[config.mk]
export PLATFORM = sky130hd
export DESIGN_NAME = oss_startup_ctrl
export DESIGN_NICKNAME = d
export VERILOG_FILES = /design/src/oss_pkg.sv /design/src/oss_startup_ctrl.sv /design/src/oss_wait_timer.sv
export SDC_FILE = /design/constraint.sdc
export NUM_CORES = 1
export LEC_CHECK = 0
export ABC_CLOCK_PERIOD_IN_PS = 3700
export BUFFER_PORTS_ARGS = -buffer_cell sky130_fd_sc_hd__buf_2
export CORE_MARGIN = 3
export CORE_UTILIZATION = 40
export CTS_CLUSTER_DIAMETER = 200
export DETAILED_ROUTE_END_ITERATION = 8
export GPL_TIMING_DRIVEN = 1
export PLACE_DENSITY = 0.6
export SLEW_MARGIN = 5
export SYNTH_ARGS = -nofsm -noshare
export SYNTH_HDL_FRONTEND = slang
export SYNTH_SLANG_ARGS = --single-unit
[constraint.sdc]
create_clock -name hclk -period 3.7 [get_ports hclk]
set_input_delay 0.37 -clock hclk [delete_from_list [all_inputs] [get_ports hclk]]
set_output_delay 0.37 -clock hclk [all_outputs]
set_load 0.1 [all_outputs]
[src/oss_pkg.sv]
package oss_pkg;
    // Rates and software wait times
    localparam longint CLK_HZ = 40_000_000;
    localparam longint MAIN_SW_WAIT_NS = 13_107_200;
    localparam longint PLL_SW_WAIT_NS = 1_500_000;
    localparam longint SUB_SW_WAIT_MS = 4_000;
    localparam longint FAST_SW_WAIT_NS = 350_000;
    // Least times round up to whole cycles
    localparam longint MAIN_SW_CYC = (MAIN_SW_WAIT_NS * CLK_HZ + 999_999_999) / 1_000_000_000;
    localparam longint PLL_SW_CYC = (PLL_SW_WAIT_NS * CLK_HZ + 999_999_999) / 1_000_000_000;
    localparam longint SUB_SW_CYC = (SUB_SW_WAIT_MS * CLK_HZ + 999) / 1_000;
    localparam longint FAST_SW_CYC = (FAST_SW_WAIT_NS * CLK_HZ + 999_999_999) / 1_000_000_000;
    // Own register word offsets
    localparam logic [3:0] REG_CTRL = 4'h0;
    localparam logic [3:0] REG_CODES = 4'h4;
    localparam logic [3:0] REG_DIVS = 4'h8;
    localparam logic [3:0] REG_STAT = 4'hC;
    // Own register reset values
    localparam logic [3:0] CFG_RST = 4'hA;
    localparam logic [4:0] MAIN_CODE_RST = 5'h0D;
    localparam logic [4:0] PLL_CODE_RST = 5'h09;
    localparam logic [4:0] SUB_CODE_RST = 5'h00;
    localparam logic [31:0] DIVS_RST = 32'h0222_2211;
    // Config bit positions
    localparam int CFG_USE_SUB = 0;
    localparam int CFG_USE_PLL = 1;
    localparam int CFG_USE_FAST = 2;
    localparam int CFG_FAST50 = 3;
    // Code field positions in the codes register
    localparam int MAIN_CODE_LSB = 0;
    localparam int PLL_CODE_LSB = 8;
    localparam int SUB_CODE_LSB = 16;
    // Device register offsets from the device base
    localparam logic [7:0] DEV_SUB_CTL = 8'h00;
    localparam logic [7:0] DEV_SUB_DRV = 8'h04;
    localparam logic [7:0] DEV_SUB_WAIT = 8'h08;
    localparam logic [7:0] DEV_MAIN_DRV = 8'h0C;
    localparam logic [7:0] DEV_MAIN_WAIT = 8'h10;
    localparam logic [7:0] DEV_MAIN_CTL = 8'h14;
    localparam logic [7:0] DEV_PLL_CFG = 8'h18;
    localparam logic [7:0] DEV_PLL_WAIT = 8'h1C;
    localparam logic [7:0] DEV_PLL_CTL = 8'h20;
    localparam logic [7:0] DEV_FAST_CFG = 8'h24;
    localparam logic [7:0] DEV_FAST_WAIT = 8'h28;
    localparam logic [7:0] DEV_FAST_CTL = 8'h2C;
    localparam logic [7:0] DEV_PWR_MODE = 8'h30;
    localparam logic [7:0] DEV_DIV = 8'h34;
    localparam logic [7:0] DEV_CLK_SEL = 8'h38;
    // Device register values
    localparam logic [31:0] CTL_RUN = 32'h0000_0001;
    localparam logic [31:0] CTL_OFF = 32'h0000_0000;
    localparam logic [31:0] MAIN_DRV_VAL = 32'h0000_0030;
    localparam logic [31:0] PWR_HIGH_SPEED = 32'h0000_0000;
    localparam logic [31:0] CLKSEL_PLL = 32'h0000_0004;
    localparam logic [31:0] CLKSEL_MAIN = 32'h0000_0002;
    localparam logic [31:0] FAST_FREQ_50 = 32'h0000_0003;
    localparam logic [31:0] FAST_FREQ_OTHER = 32'h0000_0000;
    localparam logic [31:0] FAST_WAIT_50 = 32'h0000_0003;
    localparam logic [31:0] FAST_WAIT_OTHER = 32'h0000_0002;
    // Sequence step numbers
    localparam logic [4:0] ST_SUB_INIT = 5'h00;
    localparam logic [4:0] ST_MAIN_RUN = 5'h06;
    localparam logic [4:0] ST_PLL_RUN = 5'h09;
    localparam logic [4:0] ST_FAST_WAIT = 5'h0C;
    localparam logic [4:0] ST_PWR = 5'h0F;
    localparam logic [4:0] ST_DIV = 5'h10;
    localparam logic [4:0] ST_CLK_SEL = 5'h11;
    // Which software wait follows a step
    typedef enum logic [2:0] {
        OSS_W_NONE = 3'h0,
        OSS_W_SUB = 3'h1,
        OSS_W_MAIN = 3'h2,
        OSS_W_PLL = 3'h3,
        OSS_W_FAST = 3'h4
    } oss_wsel_t;
    // Sequencer states
    typedef enum logic [4:0] {
        OSS_IDLE = 5'b00001,
        OSS_PICK = 5'b00010,
        OSS_ADDR = 5'b00100,
        OSS_DATA = 5'b01000,
        OSS_WAIT = 5'b10000
    } oss_state_t;
    // One step of the bring-up table
    typedef struct packed {
        logic skip;
        oss_wsel_t wsel;
        logic [7:0] addr;
        logic [31:0] data;
    } oss_step_t;
    localparam logic [1:0] HTRANS_IDLE = 2'h0;
    localparam logic [1:0] HTRANS_NONSEQ = 2'h2;
    localparam logic [2:0] HSIZE_WORD = 3'h2;
endpackage

[src/oss_startup_ctrl.sv]
`timescale 1ns/1ps
module oss_startup_ctrl import oss_pkg::*; #(
    parameter logic [31:0] DEV_BASE = 32'h0008_0000,
    parameter logic [31:0] SUB_DRV_VAL = 32'h0000_0000,
    parameter logic [31:0] PLL_CFG_VAL = 32'h0000_0000,
    parameter int unsigned MAIN_WAIT_CYC = int'(MAIN_SW_CYC),
    parameter int unsigned PLL_WAIT_CYC = int'(PLL_SW_CYC),
    parameter int unsigned SUB_WAIT_CYC = int'(SUB_SW_CYC),
    parameter int unsigned FAST_WAIT_CYC = int'(FAST_SW_CYC)
) (
    input wire logic hclk,
    input wire logic hresetn,
    // Slave port for the own registers
    input wire logic hsel,
    input wire logic [31:0] haddr,
    input wire logic [1:0] htrans,
    input wire logic hwrite,
    input wire logic [2:0] hsize,
    input wire logic [31:0] hwdata,
    input wire logic hready,
    output logic hreadyout,
    output logic hresp,
    output logic [31:0] hrdata,
    // Master port toward the device registers
    output logic [31:0] m_haddr,
    output logic [1:0] m_htrans,
    output logic m_hwrite,
    output logic [2:0] m_hsize,
    output logic [31:0] m_hwdata,
    input wire logic m_hready
);
    // All controller state
    typedef struct packed {
        oss_state_t st;
        logic [4:0] step;
        logic [3:0] cfg;
        logic [4:0] main_code;
        logic [4:0] pll_code;
        logic [4:0] sub_code;
        logic [31:0] divs;
        logic done;
        logic main_ok;
        logic pwr_ok;
        logic s_wr;
        logic [3:0] s_off;
        logic [31:0] rdata;
        logic [31:0] maddr;
        logic [1:0] mtrans;
        logic [31:0] mwdata;
        logic [31:0] wcnt;
    } oss_ctl_t;
    oss_ctl_t q_r; // Registered state
    oss_ctl_t q_nxt; // Next state
    oss_step_t cur; // Table entry for current step
    logic tmr_load; // Start a software wait
    logic [31:0] tmr_val; // Length of that wait
    logic tmr_busy; // Software wait running
    logic busy; // Sequence in progress
    logic last; // Current step is the final one

    // Bring-up table; order of steps keeps the sequence
    function automatic oss_step_t step_info(input logic [4:0] idx, input logic [3:0] cfg,
                                            input logic [4:0] mc, input logic [4:0] pc,
                                            input logic [4:0] sc, input logic [31:0] dv);
        oss_step_t s;
        s = '{skip: 1'b0, wsel: OSS_W_NONE, addr: DEV_SUB_CTL, data: CTL_OFF};
        case (idx)
            5'h00: s.data = CTL_OFF;
            5'h01: begin
                s.skip = !cfg[CFG_USE_SUB];
                s.addr = DEV_SUB_DRV;
                s.data = SUB_DRV_VAL;
            end
            5'h02: begin
                s.skip = !cfg[CFG_USE_SUB];
                s.addr = DEV_SUB_WAIT;
                s.data = {27'h0, sc};
            end
            5'h03: begin
                s.skip = !cfg[CFG_USE_SUB];
                s.data = CTL_RUN;
                s.wsel = OSS_W_SUB;
            end
            5'h04: begin
                s.addr = DEV_MAIN_DRV;
                s.data = MAIN_DRV_VAL;
            end
            5'h05: begin
                s.addr = DEV_MAIN_WAIT;
                s.data = {27'h0, mc};
            end
            5'h06: begin
                s.addr = DEV_MAIN_CTL;
                s.data = CTL_RUN;
                s.wsel = OSS_W_MAIN;
            end
            5'h07: begin
                s.skip = !cfg[CFG_USE_PLL];
                s.addr = DEV_PLL_CFG;
                s.data = PLL_CFG_VAL;
            end
            5'h08: begin
                s.skip = !cfg[CFG_USE_PLL];
                s.addr = DEV_PLL_WAIT;
                s.data = {27'h0, pc};
            end
            5'h09: begin
                s.skip = !cfg[CFG_USE_PLL];
                s.addr = DEV_PLL_CTL;
                s.data = CTL_RUN;
                s.wsel = OSS_W_PLL;
            end
            5'h0A: begin
                s.skip = cfg[CFG_USE_PLL];
                s.addr = DEV_PLL_CTL;
                s.data = CTL_OFF;
            end
            5'h0B: begin
                s.skip = !cfg[CFG_USE_FAST];
                s.addr = DEV_FAST_CFG;
                s.data = cfg[CFG_FAST50] ? FAST_FREQ_50 : FAST_FREQ_OTHER;
            end
            5'h0C: begin
                s.skip = !cfg[CFG_USE_FAST];
                s.addr = DEV_FAST_WAIT;
                s.data = cfg[CFG_FAST50] ? FAST_WAIT_50 : FAST_WAIT_OTHER;
            end
            5'h0D: begin
                s.skip = !cfg[CFG_USE_FAST];
                s.addr = DEV_FAST_CTL;
                s.data = CTL_RUN;
                s.wsel = OSS_W_FAST;
            end
            5'h0E: begin
                s.skip = cfg[CFG_USE_FAST];
                s.addr = DEV_FAST_CTL;
                s.data = CTL_OFF;
            end
            5'h0F: begin
                s.addr = DEV_PWR_MODE;
                s.data = PWR_HIGH_SPEED;
            end
            5'h10: begin
                s.addr = DEV_DIV;
                s.data = dv;
            end
            5'h11: begin
                s.addr = DEV_CLK_SEL;
                s.data = cfg[CFG_USE_PLL] ? CLKSEL_PLL : CLKSEL_MAIN;
            end
            default: s.skip = 1'b1;
        endcase
        return s;
    endfunction

    assign cur = step_info(q_r.step, q_r.cfg, q_r.main_code, q_r.pll_code, q_r.sub_code, q_r.divs);
    assign busy = (q_r.st != OSS_IDLE);
    assign last = (q_r.step == ST_CLK_SEL);

    // Length of the software wait after an enable
    always_comb begin
        case (cur.wsel)
            OSS_W_SUB: tmr_val = SUB_WAIT_CYC;
            OSS_W_MAIN: tmr_val = MAIN_WAIT_CYC;
            OSS_W_PLL: tmr_val = PLL_WAIT_CYC;
            OSS_W_FAST: tmr_val = FAST_WAIT_CYC;
            default: tmr_val = 32'h0000_0001;
        endcase
    end

    assign tmr_load = (q_r.st == OSS_DATA) && m_hready && (cur.wsel != OSS_W_NONE);

    // Register slave, sequencer and master in one next-state block
    always_comb begin
        q_nxt = q_r;
        // Slave address phase: capture and prepare read data
        q_nxt.s_wr = 1'b0;
        if (hsel && htrans[1] && hready) begin
            q_nxt.s_wr = hwrite;
            q_nxt.s_off = haddr[3:0];
            case (haddr[3:0])
                REG_CTRL: q_nxt.rdata = {27'h0, q_r.cfg, 1'b0};
                REG_CODES: q_nxt.rdata = {11'h0, q_r.sub_code, 3'h0, q_r.pll_code, 3'h0, q_r.main_code};
                REG_DIVS: q_nxt.rdata = q_r.divs;
                REG_STAT: q_nxt.rdata = {19'h0, q_r.step, 5'h0, q_r.main_ok, q_r.done, busy};
                default: q_nxt.rdata = 32'h0000_0000;
            endcase
        end
        // Slave data phase: writes refused while busy
        if (q_r.s_wr && !busy) begin
            case (q_r.s_off)
                REG_CTRL: begin
                    q_nxt.cfg = hwdata[4:1];
                    if (hwdata[0]) begin
                        q_nxt.st = OSS_PICK;
                        q_nxt.step = ST_SUB_INIT;
                        q_nxt.done = 1'b0;
                        q_nxt.main_ok = 1'b0;
                        q_nxt.pwr_ok = 1'b0;
                    end
                end
                REG_CODES: begin
                    q_nxt.main_code = hwdata[MAIN_CODE_LSB +: 5];
                    q_nxt.pll_code = hwdata[PLL_CODE_LSB +: 5];
                    q_nxt.sub_code = hwdata[SUB_CODE_LSB +: 5];
                end
                REG_DIVS: q_nxt.divs = hwdata;
                default: q_nxt.divs = q_r.divs;
            endcase
        end
        // Cycles spent so far in the current software wait
        q_nxt.wcnt = (q_r.st == OSS_WAIT) ? q_r.wcnt + 32'h0000_0001 : 32'h0000_0000;
        // Sequencer and bus master
        case (q_r.st)
            OSS_IDLE: q_nxt.mtrans = HTRANS_IDLE;
            OSS_PICK: begin
                if (cur.skip) begin
                    q_nxt.step = q_r.step + 5'h01;
                end else begin
                    q_nxt.maddr = DEV_BASE + {24'h0, cur.addr};
                    q_nxt.mtrans = HTRANS_NONSEQ;
                    q_nxt.st = OSS_ADDR;
                end
            end
            OSS_ADDR: begin
                if (m_hready) begin
                    q_nxt.mtrans = HTRANS_IDLE;
                    q_nxt.mwdata = cur.data;
                    q_nxt.st = OSS_DATA;
                end
            end
            OSS_DATA: begin
                if (m_hready) begin
                    if (q_r.step == ST_PWR) begin
                        q_nxt.pwr_ok = 1'b1;
                    end
                    if (cur.wsel != OSS_W_NONE) begin
                        q_nxt.st = OSS_WAIT;
                    end else if (last) begin
                        q_nxt.st = OSS_IDLE;
                        q_nxt.done = 1'b1;
                    end else begin
                        q_nxt.step = q_r.step + 5'h01;
                        q_nxt.st = OSS_PICK;
                    end
                end
            end
            OSS_WAIT: begin
                if (!tmr_busy) begin
                    if (q_r.step == ST_MAIN_RUN) begin
                        q_nxt.main_ok = 1'b1;
                    end
                    q_nxt.step = q_r.step + 5'h01;
                    q_nxt.st = OSS_PICK;
                end
            end
            default: q_nxt.st = OSS_IDLE;
        endcase
    end

    // State register
    always_ff @(posedge hclk or negedge hresetn) begin
        if (!hresetn) begin
            q_r <= '{st: OSS_IDLE, step: 5'h00, cfg: CFG_RST, main_code: MAIN_CODE_RST,
                     pll_code: PLL_CODE_RST, sub_code: SUB_CODE_RST, divs: DIVS_RST,
                     done: 1'b0, main_ok: 1'b0, pwr_ok: 1'b0, s_wr: 1'b0, s_off: 4'h0,
                     rdata: 32'h0000_0000, maddr: 32'h0000_0000, mtrans: HTRANS_IDLE,
                     mwdata: 32'h0000_0000, wcnt: 32'h0000_0000};
        end else begin
            q_r <= q_nxt;
        end
    end

    oss_wait_timer #(
        .W(32)
    ) u_wait (
        .hclk(hclk),
        .hresetn(hresetn),
        .load(tmr_load),
        .load_val(tmr_val),
        .busy(tmr_busy)
    );

    assign hreadyout = 1'b1;
    assign hresp = 1'b0;
    assign hrdata = q_r.rdata;
    assign m_haddr = q_r.maddr;
    assign m_htrans = q_r.mtrans;
    assign m_hwrite = 1'b1;
    assign m_hsize = HSIZE_WORD;
    assign m_hwdata = q_r.mwdata;

    // Clock switch only as the final write
    a_clk_sel_last: assert property (@(posedge hclk) disable iff (!hresetn)
        (q_r.st == OSS_DATA && m_hready && q_r.step == ST_CLK_SEL) |=> (q_r.st == OSS_IDLE && q_r.done))
        else $error("clock switch not final");

    // First device write initialises the sub-clock
    a_sub_first: assert property (@(posedge hclk) disable iff (!hresetn)
        (q_r.st == OSS_PICK && q_r.step == ST_SUB_INIT) |=> (m_htrans == HTRANS_NONSEQ && m_haddr == DEV_BASE))
        else $error("sub-clock not initialised first");

    // No device transfer while a software wait runs
    a_wait_quiet: assert property (@(posedge hclk) disable iff (!hresetn)
        tmr_busy |-> (m_htrans == HTRANS_IDLE))
        else $error("transfer during stabilisation wait");

    // PLL enable only after the main wait is over
    a_pll_after_main: assert property (@(posedge hclk) disable iff (!hresetn)
        (q_r.st == OSS_ADDR && q_r.step == ST_PLL_RUN) |-> q_r.main_ok)
        else $error("PLL enabled before main wait");

    // PLL software wait runs its full count before the next step
    a_pll_wait_len: assert property (@(posedge hclk) disable iff (!hresetn)
        (q_r.st == OSS_WAIT && !tmr_busy && q_r.step == ST_PLL_RUN) |-> (q_r.wcnt >= PLL_WAIT_CYC))
        else $error("PLL software wait too short");

    // Main software wait runs its full count before the PLL steps
    a_main_wait_len: assert property (@(posedge hclk) disable iff (!hresetn)
        (q_r.st == OSS_WAIT && !tmr_busy && q_r.step == ST_MAIN_RUN) |-> (q_r.wcnt >= MAIN_WAIT_CYC))
        else $error("main software wait too short");

    // Power mode written before dividers
    a_pwr_before_div: assert property (@(posedge hclk) disable iff (!hresetn)
        (q_r.st == OSS_ADDR && q_r.step == ST_DIV) |-> q_r.pwr_ok)
        else $error("dividers before power mode");

    // Unused PLL gets a power-off write, never an enable
    a_pll_off: assert property (@(posedge hclk) disable iff (!hresetn)
        (q_r.st == OSS_DATA && m_haddr == DEV_BASE + {24'h0, DEV_PLL_CTL}) |->
        (m_hwdata == (q_r.cfg[CFG_USE_PLL] ? CTL_RUN : CTL_OFF)))
        else $error("wrong PLL control write");

    // Fast oscillator wait code by frequency
    a_fast_code: assert property (@(posedge hclk) disable iff (!hresetn)
        (q_r.st == OSS_DATA && q_r.step == ST_FAST_WAIT) |->
        (m_hwdata == (q_r.cfg[CFG_FAST50] ? 32'h0000_0003 : 32'h0000_0002)))
        else $error("fast oscillator wait code wrong");

    // Address phase held until the slave is ready
    a_addr_hold: assert property (@(posedge hclk) disable iff (!hresetn)
        (m_htrans == HTRANS_NONSEQ && !m_hready) |=> (m_htrans == HTRANS_NONSEQ && $stable(m_haddr)))
        else $error("address phase dropped");
endmodule

[src/oss_wait_timer.sv]
`timescale 1ns/1ps
// Down counter for one software stabilisation wait
module oss_wait_timer import oss_pkg::*; #(
    parameter int W = 32
) (
    input wire logic hclk,
    input wire logic hresetn,
    input wire logic load,
    input wire logic [W-1:0] load_val,
    output logic busy
);
    // All timer state
    typedef struct packed {
        logic [W-1:0] cnt;
        logic busy;
    } oss_tmr_t;
    oss_tmr_t q_r; // Registered state
    oss_tmr_t q_nxt; // Next state

    // Load, then count to zero
    always_comb begin
        q_nxt = q_r;
        if (load) begin
            q_nxt.cnt = load_val;
            q_nxt.busy = 1'b1;
        end else if (q_r.busy) begin
            if (q_r.cnt <= W'(1)) begin
                q_nxt.cnt = '0;
                q_nxt.busy = 1'b0;
            end else begin
                q_nxt.cnt = q_r.cnt - W'(1);
            end
        end
    end

    // State register
    always_ff @(posedge hclk or negedge hresetn) begin
        if (!hresetn) begin
            q_r <= '0;
        end else begin
            q_r <= q_nxt;
        end
    end

    assign busy = q_r.busy;
endmodule

After elaboration in Yosys (flattened, before gate mapping)
Index checks and enable logic that the tools add are counted.
{"block": "totals", "ff_bits": 189, "in_bits": 75, "output_inout_bits": 104, "wordCells": 130}
{"block": "op_classes", "add_sub_neg": 3, "magnitude_cmp": 1, "eq_ne": 34, "n_mux": 45, "bitwise": 1, "n_reduce_logical": 28}
{"cell": "one-hot mux 32 bit (9 select lines)", "n": 1}
{"cell": "one-hot mux 32 bit (4 select lines)", "n": 1}
{"cell": "one-hot mux 28 bit (4 select lines)", "n": 1}
{"cell": "one-hot mux 6 bit (14 select lines)", "n": 1}
{"cell": "two-way mux 33 bit", "n": 2}
{"cell": "two-way mux 32 bit", "n": 2}
{"cell": "two-way mux 64 bit", "n": 1}
{"cell": "== test 5 x 4 -> 1 bit (second input constant)", "n": 9}
{"cell": "two-way mux 37 bit", "n": 1}
{"cell": "two-way mux 34 bit", "n": 1}
{"cell": "<= comparator 32 x 1 -> 1 bit (second input constant)", "n": 1}
{"cell": "subtractor 32 x 1 -> 32 bit (second input constant)", "n": 1}
{"cell": "two-way mux 10 bit", "n": 3}
{"cell": "two-way mux 5 bit", "n": 6}
{"cell": "== test 5 x 3 -> 1 bit (second input constant)", "n": 5}
{"cell": "one-hot mux 5 bit (5 select lines)", "n": 1}
{"cell": "adder 20 x 6 -> 21 bit (first input constant)", "n": 1}
{"cell": "== test 5 x 2 -> 1 bit (second input constant)", "n": 3}
{"cell": "== test 5 bit (second input constant)", "n": 3}
{"cell": "two-way mux 15 bit", "n": 1}
{"cell": "one-hot mux 5 bit (3 select lines)", "n": 1}
{"cell": "two-way mux 14 bit", "n": 1}
{"cell": "== test 4 bit (second input constant)", "n": 3}
{"cell": "two-way mux 1 bit", "n": 12}
{"cell": "26 further kinds", "n": 50}

Depth between registers and ports, before layout
{"block": "logic_depth", "ltp_word": 8, "mapped_depth": 12, "depth_no_buf": 8}

Cells and area by module
Synthesis repeated with hierarchy kept, for this count alone.
{"block": "unflattened", "hier_cells": 898, "hier_area_um2": 9345.2}
{"mod": "oss_startup_ctrl", "n_inst": 1, "cells_each": 642, "area_each_um2": 7125.6, "seq_area_each_um2": 3472.1}
{"mod": "oss_wait_timer", "n_inst": 1, "cells_each": 256, "area_each_um2": 2219.6, "seq_area_each_um2": 825.8}

Worst setup path after synthesis
OpenSTA, ideal clock, no wires.
{"block": "synth_path", "kind": "reg2reg", "start": "register q_r[189] in the netlist's numbering", "end": "register q_r, in the netlist m_haddr[3]", "setup_time_ns": 0.119, "t_arrival_ns": 2.507, "required_time_ns": 3.581, "slack_ns": 1.075, "stages_incl_launch_ff": 11, "n_path_buf": 2, "period_less_slack_ns": 2.625, "path_cell_list": "dfrtp_1 -> inv_1 -> ha_1 -> clkbuf_1 -> or3_1 -> a311oi_1 -> o31ai_1 -> a211oi_1 -> clkbuf_1 -> o211ai_1 -> o21a_1"}
{"block": "synth_between", "elab_chain_cells": 5, "word_cells_on_any_way": 29, "classes_between": "add/sub (1); eq/ne (17); mux (2); bitwise (1); reduce/logical (8)"}
{"item": "from (decl)", "line": "oss_startup_ctrl.sv:52", "source": "oss_ctl_t q_r;"}
{"item": "from (signal assigned)", "line": "oss_startup_ctrl.sv:264", "source": "q_r <= '{st: OSS_IDLE, step: 5'h00, cfg: CFG_RST, main_code: MAIN_CODE_RST,"}
{"item": "from (signal assigned)", "line": "oss_startup_ctrl.sv:270", "source": "q_r <= q_nxt;"}
{"item": "parallel branches: the longest is 5 deep, another holds adder 20 x 6 -> 21 bit"}
Several ways; the timed one is not identified.
A chain may end at the register's enable or synchronous reset.

Worst setup path in the final report
{"block": "layout_path", "start": "register q_r[189] in the netlist's numbering", "end": "register u_wait.q_r[8] in the netlist's numbering"}
{"block": "layout_between", "elab_chain_cells": 5, "word_cells_on_any_way": 14, "classes_between": "eq/ne (8); mux (3); reduce/logical (3)"}
{"item": "== test 5 x 4 -> 1 bit (tied with other cells)", "line": "oss_startup_ctrl.sv:67", "source": "case (idx)"}
{"item": "one-hot mux 3 bit (4 select lines) *", "line": "oss_startup_ctrl.sv:67"}
{"item": "== test 3 bit (tied with other cells)", "line": "oss_startup_ctrl.sv:162", "source": "case (cur.wsel)"}
{"item": "one-hot mux 28 bit (4 select lines) / logical AND 1 bit (equally long branches)", "line": "oss_startup_ctrl.sv:162, oss_startup_ctrl.sv:171"}
{"item": "two-way mux 33 bit / nonzero test 2 bit (equally long branches)"}
{"item": "to (signal assigned)", "line": "oss_wait_timer.sv:41", "source": "q_r <= q_nxt;"}
{"item": "to (decl)", "line": "oss_wait_timer.sv:17", "source": "oss_tmr_t q_r;"}
Every way passes the cells marked *; elsewhere a longest branch is shown, timed or not.

==> impl_results.md <==
* Outcome: complete, no violations
* Vias per cell at between 5 and 6
* Reg2reg path depth at 9
* Remaining design rule violation count at 0
* Clock Sinks at around 170
* Slew margin rel. at between 20% and 30%
* Gr usage total at 17.7%
* Worst Slack Setup Final at 788 ps
* Final setup vio count at 0
* Post-CTS Resized at 0
* Clock root buffer: clkbuf_16
* Die Area at 24200 um^2
* CP max-delay cell: dfrtp_1
* CTS tree: yes
* Initial antenna violation count at 1
* Worst-margin pin slew at between 1000 and 1500 ps
* Row count at 54
* Fin. max-slew vios at 0
* CP arrival at around 3200 ps
* Sequential area share after synthesis at between 40 and 50%
* Synth top cells by count: dfrtp_1 (156), buf_4 (105), nand2_1 (104)
* HPWL Detailed at between 15 and 20 mm
* Top-count cell post-synth: dfrtp_1
* Vias at 6530
* Cells after Synth at 894
* Worst setup EP type: flip-flop
* Vias in the first global route at 6341
* Crit Path Class: reg -> reg
* Hold/Removal Path Class: in -> async
* Clock Skew at 13.2 ps
* Setup bufs post-CTS at 0
* CP bufs+invs at 2
* Crit path time final at 2910 ps
* Drt first pass iters at 5
* Core Util, Final at 44.4%
* Placed Cells at 1178
* Number of hold buffers added after CTS at 0
* Area contributors post-synth: dfrtp_1 (44%), buf_4 (8.8%), mux2_2 (7.8%)
* VDD IR-drop max at 0.243 mV
* Startpoint types: flip-flop
* Top-area cell type share of the netlist area at 43.7%
* CTS Buffer Depth at 2
* Critical Path RT at 4010 ps
* Syn-to-layout area delta at 8.87%
* Ys flop type: dfrtp_1
* Critical path fanouts, max at 13
* Finished Layout Cells at 1210
* WL final at 21.3 mm
* Leakage power figure at 4.45 nW
* Count of cell types in the netlist at 65
* Hold WS at 48.9 ps
* Ports at 179
* Place WS at 797 ps
* PortBufs at roughly 110
* Starting Density at around two fifths
* Crit path largest cell delay at 480 ps
* Final nets at 999
* Max Clk Rate at 0.343 GHz
* Number of synthesized flops with an enable pin at 0
* Initial DRC Count at roughly 530
* Largest area contributor in the synthesized netlist: dfrtp_1
* Core Box Area at 21900 um^2
* Mean post-synth cell area at 9.99 um^2
* Top Family by Delay on Critical Path: compound AO/OA/AOI/OAI gates
* DRT antenna net count at 0
* Final hold vios at 0
* Die width at 155 um
* CTS buffer count at 17
* CP Depth at 9
* Final Cycle Share at 78.7%
* H-tree Lvls at 4
* Die Span Y at between 150 and 200 um
* First-pass GRT wire length at 34.3 mm
* Clock transition at path regs at 80 ps
* Largest net degree at the start of global routing at between 100 and 150
* Synthesized flop and latch total at 171
* GRT overflow at 0
* Antenna cells at 0
* Syn Std Cell Area at 8930 um^2
* Max-Cap Viols at 0
* PD cells at about 530 nW/um^2
* Fraction of registers with async set/reset at 100%
* Skew-Pair Late Insertion Delay at 430 ps
* Synth warn at 0
* Avg WL per Cell at 17.6 um
* Placer Congestion at about 0.85
* Unrepaired setup endpoints after global routing: no
* Final setup TNS at 0 ps
* Share of cells above drive strength 1 at between 20 and 30%
* CP Cell Sequence: inv_1 > ha_1 > mux2i_1 > a211o_1 > or2_2 > nand2b_1 > buf_4 > o21ai_1 > a221o_1
placed cells by master, fill, tap and decap left out, types with 10 or more instances in the layout:
cell type,instances
a21oi_1,33
a22o_1,26
a22oi_1,15
buf_2,111
buf_4,17
clkbuf_16,17
conb_1,34
dfrtp_1,156
dfstp_2,15
inv_1,13
mux2_2,62
nand2_1,103
nor2_1,37
nor3_1,29
nor4_1,11
o21ai_0,74
or3_1,10
per-layer routing:
metal	global-route usage, %	wire (um)	vias to the layer above
met3	3.76	1350	22
met5	0	13	-
li1	-	-	3107
met2	27.2	9670	201
met1	25.2	9890	3198
met4	5.67	336	2
area by class of cell:
class | instances | area (um^2)
sequential | 171 | 4300
clock inverter | 15 | 173
tap | 280 | 350
clock buffer | 17 | 425
fill | 2136 | 12200
multi-input combinational | 584 | 3710
inverter | 13 | 48.8
timing repair buffer | 130 | 714
cells by family (layout without fill, tap and decap cells):
logic type | count (synthesis) | in the layout | share of synthesized area, %
AND/OR/NAND/NOR | 252 | 252 | 13.6
AO/OA/AOI/OAI | 217 | 217 | 16.1
buffers and inverters | 171 | 175 | 11.7
adder cells (fa/ha/maj) | 7 | 7 | 0.981
multiplexers | 68 | 68 | 8.77
other | 2 | 34 | 0.0841
flip-flops | 171 | 171 | 48.1
XOR/XNOR | 6 | 6 | 0.588
state kept, by name, indices dropped and copies added (netlist names):
signal	cells
u_wait.busy	1
u_wait.q_r	32
hrdata	32
m_htrans	1
m_hwdata	32
q_r	68
m_haddr	5
where the power goes:
| part | leakage, nW | switching [mW] | total, mW | internal (mW) |
|---|---|---|---|---|
| registers | 2.16 | 0.208 | 2.30 | 2.09 |
| logic | 2.00 | 0.711 | 1.07 | 0.359 |
| clock network | 0.287 | 0.843 | 1.75 | 0.907 |
| total | 4.45 | 1.76 | 5.12 | 3.36 |
final timing paths:
kind                        startpoint       endpoint  slack (ps)
min in group hclk           hwdata[14]       q_r[152]         170
setup reg to reg              q_r[189]  u_wait.q_r[8]         790
setup / recovery              q_r[189]  u_wait.q_r[8]         790
max in group asynchronous      hresetn     hrdata[24]        2730
hold / removal                 hresetn   m_hwdata[14]          50
hold reg to reg            m_haddr[19]    m_haddr[19]         460
metrics by stage:
stage | total power, mW | cell area, um^2
final | 5.12 | 9720
after global routing | 5.37 | 9720
after CTS | 5.17 | 9720
after detailed placement | 3.40 | 9130
after global placement | 3.38 | 9130
after floorplan | 3.16 | 9050
(Power assumes the default switching activity.)
